==> src/logic/cicr_pkg.sv <==
/*
 cicr_pkg: offsets, bit positions, reset values and carrier types of the
 core interrupt control register block.
 Assumes a 9-bit data address space with four register banks.
*/
`default_nettype none

package cicr_pkg;

   // data address width seen by the register port
   localparam int ADDR_W = 9;

   // interrupt_control mirrored once per bank
   localparam logic [8:0] CTRL_ADDR_BANK0 = 9'h00B;
   localparam logic [8:0] CTRL_ADDR_BANK1 = 9'h08B;
   localparam logic [8:0] CTRL_ADDR_BANK2 = 9'h10B;
   localparam logic [8:0] CTRL_ADDR_BANK3 = 9'h18B;

   // event status (write one to clear) and its mask
   localparam logic [8:0] EVT_STATUS_ADDR = 9'h1F0;
   localparam logic [8:0] EVT_MASK_ADDR   = 9'h1F1;

   // interrupt_control field positions
   localparam int GLOBAL_EN_BIT  = 7;
   localparam int PERIPH_EN_BIT  = 6;
   localparam int TIMER_EN_BIT   = 5;
   localparam int EXT_EN_BIT     = 4;
   localparam int PCHG_EN_BIT    = 3;
   localparam int TIMER_FLAG_BIT = 2;
   localparam int EXT_FLAG_BIT   = 1;
   localparam int PCHG_FLAG_BIT  = 0;

   // event status / mask field positions
   localparam int EVT_PCHG_BIT   = 0;
   localparam int EVT_EXT_BIT    = 1;
   localparam int EVT_TIMER_BIT  = 2;
   localparam int EVT_PERIPH_BIT = 3;
   localparam int EVT_W          = 4;

   // values after reset
   localparam logic [7:0] CTRL_RESET   = 8'h00;
   localparam logic [3:0] EVT_RESET    = 4'h0;
   localparam logic [3:0] MASK_RESET   = 4'h0;
   localparam logic [3:0] PINS_RESET   = 4'h0;
   localparam logic [7:0] RDDATA_RESET = 8'h00;

   // synchroniser depth and pin count
   localparam int SYNC_STAGES = 3;
   localparam int PIN_COUNT   = 4;

   // register port request
   typedef struct packed {
      logic [8:0] addr;
      logic [7:0] wrData;
      logic       wrStrobe;
      logic       rdStrobe;
   } cicr_bus_req_t;

   // whole state of the block
   typedef struct packed {
      logic [7:0]                  ctrl;
      logic [3:0]                  evtStatus;
      logic [3:0]                  evtMask;
      logic [7:0]                  rdData;
      logic [2:0]                  extSync;
      logic [2:0][3:0]             pinSync;
      logic                        extStable;
      logic [3:0]                  pinStable;
      logic [3:0]                  pinLatched;
   } cicr_state_t;

endpackage : cicr_pkg

`default_nettype wire

==> src/logic/cicr_interrupt_control.sv <==
/*
 cicr_interrupt_control: the core interrupt control register, its flags,
 the upper-port pin-change detector, the external pin edge detector, an
 event status/mask pair and the core interrupt request.
 Assumes one clock (ref_clk, 25 MHz), synchronous active-high reset, a
 register port with read data one cycle after the read strobe, and that
 timer, peripheral and core strobes come from logic on the same clock.
 Limitations: the external pin flag takes rising edges only, and the
 peripheral sources keep their own flags outside this block.
*/
`timescale 1ns/1ns
`default_nettype none

module cicr_interrupt_control
(
   input  wire logic                    ref_clk,
   input  wire logic                    sys_rst,
   input  wire cicr_pkg::cicr_bus_req_t busReq,
   output logic [7:0]                   rdData,
   input  wire logic                    timerOverflow,
   input  wire logic                    extIrqPin,
   input  wire logic [3:0]              upperPortPins,
   input  wire logic                    portRead,
   output logic [3:0]                   upperPinsLatched,
   input  wire logic                    peripheralIrq,
   input  wire logic                    irqEntry,
   input  wire logic                    returnFromIrq,
   output logic                         coreIrqReq,
   output logic                         irqOut
);

   cicr_pkg::cicr_state_t s;
   cicr_pkg::cicr_state_t next_s;

   logic                  extRise;
   logic                  pinMismatch;
   logic [3:0]            events;

   // per-source request terms
   logic                  timerReq;
   logic                  extReq;
   logic                  pinReq;
   logic                  periphReq;

   // any of the four bank mirrors selects the same register
   function automatic logic isCtrlAddr(input logic [8:0] a);
      isCtrlAddr = (a == cicr_pkg::CTRL_ADDR_BANK0) || (a == cicr_pkg::CTRL_ADDR_BANK1) ||
                   (a == cicr_pkg::CTRL_ADDR_BANK2) || (a == cicr_pkg::CTRL_ADDR_BANK3);
   endfunction : isCtrlAddr

   // event status sits at one address; decoded for write and read
   function automatic logic isStatusAddr(input logic [8:0] a);
      isStatusAddr = (a == cicr_pkg::EVT_STATUS_ADDR);
   endfunction : isStatusAddr

   // mask register, likewise decoded for write and read
   function automatic logic isMaskAddr(input logic [8:0] a);
      isMaskAddr = (a == cicr_pkg::EVT_MASK_ADDR);
   endfunction : isMaskAddr

   // rising edge only once the second and third stages agree; a
   // single-clock glitch never reaches the filtered level
   assign extRise = (s.extSync[1] == s.extSync[2]) && s.extSync[2] && !s.extStable;

   // mismatch of the filtered pins against the last-read latch, or'ed
   assign pinMismatch = |(s.pinStable ^ s.pinLatched);

   // event strobes feeding the sticky status register
   // peripheral input is a level, so its status bit re-sets while held
   always_comb
   begin
      events                           = '0;
      events[cicr_pkg::EVT_PCHG_BIT]   = pinMismatch;
      events[cicr_pkg::EVT_EXT_BIT]    = extRise;
      events[cicr_pkg::EVT_TIMER_BIT]  = timerOverflow;
      events[cicr_pkg::EVT_PERIPH_BIT] = peripheralIrq;
   end

   // next state of the whole block
   always_comb
   begin
      next_s = s;

      // synchronisers: stage 0 feeds only stage 1; a filtered bit moves
      // only when stages 1 and 2 agree, so a metastable value never counts
      next_s.extSync = {s.extSync[1:0], extIrqPin};
      next_s.pinSync = {s.pinSync[1:0], upperPortPins};
      if (s.extSync[1] == s.extSync[2])
      begin
         next_s.extStable = s.extSync[2];
      end
      for (int i = 0; i < cicr_pkg::PIN_COUNT; i++)
      begin
         if (s.pinSync[1][i] == s.pinSync[2][i])
         begin
            next_s.pinStable[i] = s.pinSync[2][i];
         end
      end

      // a port read re-arms the comparison and ends the mismatch; a pin
      // that moves while the read is taken still differs from the latch
      // afterwards, so its flag is set a cycle later instead of lost
      if (portRead)
      begin
         next_s.pinLatched = s.pinStable;
      end

      // software write to the mirrored register
      if (busReq.wrStrobe && isCtrlAddr(busReq.addr))
      begin
         next_s.ctrl = busReq.wrData;
      end

      // core entry clears global enable; return sets it again and wins,
      // so an entry racing a software clear of the global enable can be
      // undone by the return: that hazard is left to software
      if (irqEntry)
      begin
         next_s.ctrl[cicr_pkg::GLOBAL_EN_BIT] = 1'b0;
      end
      if (returnFromIrq)
      begin
         next_s.ctrl[cicr_pkg::GLOBAL_EN_BIT] = 1'b1;
      end

      // flags set after the write so an event beats a clear
      if (timerOverflow)
      begin
         next_s.ctrl[cicr_pkg::TIMER_FLAG_BIT] = 1'b1;
      end
      if (extRise)
      begin
         next_s.ctrl[cicr_pkg::EXT_FLAG_BIT] = 1'b1;
      end
      if (pinMismatch)
      begin
         next_s.ctrl[cicr_pkg::PCHG_FLAG_BIT] = 1'b1;
      end

      // sticky status: write one clears, a same-cycle event wins
      if (busReq.wrStrobe && isStatusAddr(busReq.addr))
      begin
         next_s.evtStatus = s.evtStatus & ~busReq.wrData[3:0];
      end
      next_s.evtStatus = next_s.evtStatus | events;

      if (busReq.wrStrobe && isMaskAddr(busReq.addr))
      begin
         next_s.evtMask = busReq.wrData[3:0];
      end

      // read data stands one cycle only; unmapped reads give zero
      // the bus never waits, so every read is answered the next cycle
      next_s.rdData = cicr_pkg::RDDATA_RESET;
      if (busReq.rdStrobe)
      begin
         if (isCtrlAddr(busReq.addr))
         begin
            next_s.rdData = s.ctrl;
         end
         else if (isStatusAddr(busReq.addr))
         begin
            next_s.rdData = {4'h0, s.evtStatus};
         end
         else if (isMaskAddr(busReq.addr))
         begin
            next_s.rdData = {4'h0, s.evtMask};
         end
      end
   end

   // single state register; reset loads constants only
   // (the reset branch never reads state, so no unknown survives it)
   always_ff @(posedge ref_clk)
   begin
      if (sys_rst)
      begin
         s            <= '0;
         s.ctrl       <= cicr_pkg::CTRL_RESET;
         s.evtStatus  <= cicr_pkg::EVT_RESET;
         s.evtMask    <= cicr_pkg::MASK_RESET;
         s.rdData     <= cicr_pkg::RDDATA_RESET;
         s.pinStable  <= cicr_pkg::PINS_RESET;
         s.pinLatched <= cicr_pkg::PINS_RESET;
      end
      else
      begin
         s <= next_s;
      end
   end

   // each source pairs its flag with its own enable bit
   assign timerReq  = s.ctrl[cicr_pkg::TIMER_EN_BIT] && s.ctrl[cicr_pkg::TIMER_FLAG_BIT];
   assign extReq    = s.ctrl[cicr_pkg::EXT_EN_BIT] && s.ctrl[cicr_pkg::EXT_FLAG_BIT];
   assign pinReq    = s.ctrl[cicr_pkg::PCHG_EN_BIT] && s.ctrl[cicr_pkg::PCHG_FLAG_BIT];

   // peripheral flags live in their own blocks; only the group enable is here
   assign periphReq = s.ctrl[cicr_pkg::PERIPH_EN_BIT] && peripheralIrq;

   // global enable gates every source; a flag left set before its enable
   // is raised requests at once, which is why software clears it first
   assign coreIrqReq = s.ctrl[cicr_pkg::GLOBAL_EN_BIT] &&
                       (timerReq || extReq || pinReq || periphReq);

   // level interrupt while any unmasked status bit is set
   assign irqOut           = |(s.evtStatus & s.evtMask);
   assign rdData           = s.rdData;
   assign upperPinsLatched = s.pinLatched;

endmodule : cicr_interrupt_control

`default_nettype wire

==> config.mk <==
export PLATFORM = sky130hd
export DESIGN_NAME = cicr_interrupt_control
export DESIGN_NICKNAME = d
export VERILOG_FILES = /design/src/logic/cicr_pkg.sv /design/src/logic/cicr_interrupt_control.sv
export SDC_FILE = /design/constraint.sdc
export NUM_CORES = 1
export LEC_CHECK = 0
export CAP_MARGIN = 25
export CELL_PAD_IN_SITES_DETAIL_PLACEMENT = 1
export CELL_PAD_IN_SITES_GLOBAL_PLACEMENT = 2
export CORE_MARGIN = 10
export CORE_UTILIZATION = 40
export DETAILED_ROUTE_END_ITERATION = 16
export DONT_BUFFER_PORTS = 1
export PLACE_DENSITY = 0.86
export SYNTH_ARGS = -nofsm -noshare
export SYNTH_HDL_FRONTEND = slang
export SYNTH_SLANG_ARGS = --single-unit
==> constraint.sdc <==
create_clock -name ref_clk -period 2.3 [get_ports ref_clk]
set_input_delay 0.115 -clock ref_clk [delete_from_list [all_inputs] [get_ports ref_clk]]
set_output_delay 0.115 -clock ref_clk [all_outputs]
set_load 0.01 [all_outputs]
==> summary.md <==
| Metric | Value |
|---|---|
| Slowest stage delay, CP | `0.70 ns` |
| GP Congestion | `0.804` |
| GRT Util Overall | `11.5%` |
| Seq/Total Area, Yosys | `between 50% and 60%` |
| Placed instance area | `1820 um^2` |
| Psw | `between 200 and 300 uW` |
| Io pins | `45` |
| Reg2reg setup slack | `1.05 ns` |
| Die Ht | `88.7 um` |
| CP Buf/Inv Count | `1` |
| I/O Buffers | `0` |
| Initial antenna violation count | `0` |
| Critical Path RT | `roughly 2.5 ns` |
| Synth async-reset ratio | `0%` |
| Lkg Pwr | `0.000827 uW` |
| Final setup vio count | `0` |
| N_diodes | `0` |
| Synth Area in Compound Gates | `11.6%` |
| Ratio of final minimum period to clock period | `69.4%` |
| Cell area after synthesis | `1890 um^2` |
| Clock share of power | `33.1%` |
| Pre-CTS setup slack | `~0.82 ns` |
| Status | `complete, no violations` |
| F_max | `627 MHz` |
| Largest family of logic cells by synthesized area | `simple AND/OR/NAND/NOR gates` |
| Ys flop type | `dfxtp_1` |
| Pins over their slew limit | `0` |
| Critical Path End Type | `flop` |
| Post-synth EDFFs | `0` |
| Syn_nets | `220` |
| Delay-heaviest family, CP | `simple AND/OR/NAND/NOR gates` |
| Post-CTS Setup Inserts | `0` |
| Cell internal pwr | `1100 uW` |
| Mux contribution to synthesized area | `under 10%` |
| Total Nets Final | `229` |
| Warnings, synthesis | `0` |
| VDD IR max | `0.000484 V` |
| Vias in the first global route | `1488` |
| Netlist cell types | `35` |
| Setup TNS | `0 ns` |
| Wire per inst | `17.3 um` |
| Hpwl dp | `3220 um` |
| Clock latency on the worst-skew pair | `0.29 ns` |
| Die Footprint | `7870 um^2` |
| RSZ-0062 raised after global routing | `false` |
| CP cell instances | `nand4b_1 > or4_1 > nand2_1 > a21oi_1 > dlygate4sd3_1` |
| Avg Cell Area, Syn | `roughly 10 um^2` |
| DR vias | `1349` |
| Initial DRC Count | `38` |
| Power Density | `657 nW/um^2` |
| Critical path's slowest cell | `or4_1` |
| Most common cell after layout, fill and taps aside | `dfxtp_1` |
| Layout fillers | `490` |
| Post-synthesis adder-cell area fraction | `less than 1%` |
| Area grow syn2layout | `12.0%` |
| Starting density of the core | `42.2%` |
| Layout cells sized above 1 | `7.11%` |
| Max cap viols | `0` |
| Largest net degree at the start of global routing | `around 40` |
| Fin Clk Skew | `0.0109 ns` |
| Total core area | `4470 um^2` |
| Switch share | `21.1%` |
| GR Overflow Total | `0` |
| Cts bufs inserted | `5` |
| Flops & latches, synth | `48` |
| Tmin final | `~1.6 ns` |
| Simple-Gate Fraction of Synth Area | `about a fifth` |
| TritonCTS clock tree | `yes` |
| Wirelength, routed | `4320 um` |
| Vias per cell | `~5.4` |
| Slew HR | `67.8%` |
| Rows | `24` |
| Final WS setup | `0.705 ns` |
| CTS max path bufs | `2` |
| Drt pass-1 iters | `4` |
| Worst-margin pin slew | `around 0.48 ns` |
| Clock sinks | `48` |
| Final Hold Fails | `0` |
| Syn Inst Count | `188` |
| Root Buffer | `clkbuf_8` |
| Comb pwr share | `5.2%` |
| Hold Crit Class | `input port to flop` |
| Post-route DRC | `0` |
| Most frequent cells in the layout | `dfxtp_1, dlygate4sd3_1, nor2b_1, nor2_1` |
| Sequential power share | `61.8%` |
| Critical path class | `input port to flop` |
| Worst setup SP type | `input port` |
| Detail Route Antenna Nets | `0` |
| Crit-path max FO | `8` |
| Worst-path clk slew | `about 0.090 ns` |
| H-tree depth | `2` |
| Synth Area in XOR/XNOR | `1.86%` |
| Worst Path Arrival | `1.77 ns` |
| First-pass GRT wire length | `7170 um` |
| Final instance area | `2110 um^2` |
| Die X | `88.7 um` |
==> cell usage after synthesis (2+ instances only) <==
master     n  area [um^2]
a21oi_1   13         65.1
nor2b_1   16          100
nand3_1    4         20.0
a22oi_1    4         30.0
nor2_1    14         52.6
buf_4     12         90.1
o21ai_0    8         40.0
and3_1     4         25.0
nand2_1   12         45.0
dfxtp_1   48          961
nor3_4     2         32.5
clkbuf_1   4         15.0
inv_1      2         7.51
nor4_1     2         12.5
a221oi_1   4         35.0
buf_6      3         33.8
mux2i_1   13          130
o41ai_1    2         17.5
xor2_1     4         35.0
nand2b_1   2         12.5
==> cell type report <==
cell class	instances	area, um^2	share of cell area (%)
clock buffers	6	72.6	3.43
well taps	52	65.1	3.08
clock inverters	1	5.00	0.237
repair buffers	22	228	10.8
multi-input cells	118	776	36.7
flip-flops and latches	48	961	45.4
inverters	2	7.51	0.355
==> cells by family after synthesis <==
family          Yosys count
flops                    48
fa+ha+maj                 1
compound gates           35
xor+xnor                  4
simple gates             65
mux                      13
buf+inv                  22
==> routing by layer <==
metal	vias up	track usage [%]	part of all wire, %	routed length (um)
met1	651	12.2	38	1660
met3	4	4.04	7.0	302
met2	32	20.9	54	2310
li1	662	-	-	-
met4	0	3.23	0.93	40
met5	-	0	0	0
==> power by group through the flow <==
| stage | clock network (uW) | registers [uW] | logic, uW |
|---|---|---|---|
| floorplan | 0 | 874 | 45.9 |
| global placement | 0 | 877 | 33.7 |
| detailed placement | 0 | 878 | 35.7 |
| CTS | 467 | 858 | 71.9 |
| global route | 509 | 861 | 80.2 |
| finish | 460 | 858 | 72.0 |
==> per-stage QoR <==
| stage | hold WS [ns] | util, % | instances | total power [uW] |
|---|---|---|---|---|
| after floorplan | 0.219 | - | 188 | 920 |
| after global placement | 0.189 | 40.6 | 221 | 911 |
| after detailed placement | 0.192 | 40.6 | 221 | 914 |
| after CTS | 0.00128 | 47.0 | 248 | 1400 |
| after global routing | 0.0207 | 47.3 | 249 | 1450 |
| final | 0.00432 | 47.3 | 249 | 1390 |
==> state kept, by name, summed over array words and instances (netlist names) <==
name	count
next_s	10
s	26
upperPinsLatched	4
rdData	8
==> final timing paths <==
| check | startpoint | endpoint | depth (start not counted) |
|---|---|---|---|
| setup / recovery | busReq[12] | s[44] | 5 |
| hold / removal | busReq[3] | s[33] | 2 |
| setup reg to reg | upperPinsLatched[1] | s[40] | 3 |
| hold reg to reg | next_s[14] | next_s[18] | 1 |
==> timing repair <==
action | CTS | global route
hold buffers | 20 | 1
endpoints found under the hold margin | 40 | 1
gates resized for setup | 0 | 0
(Power assumes the default switching activity.)
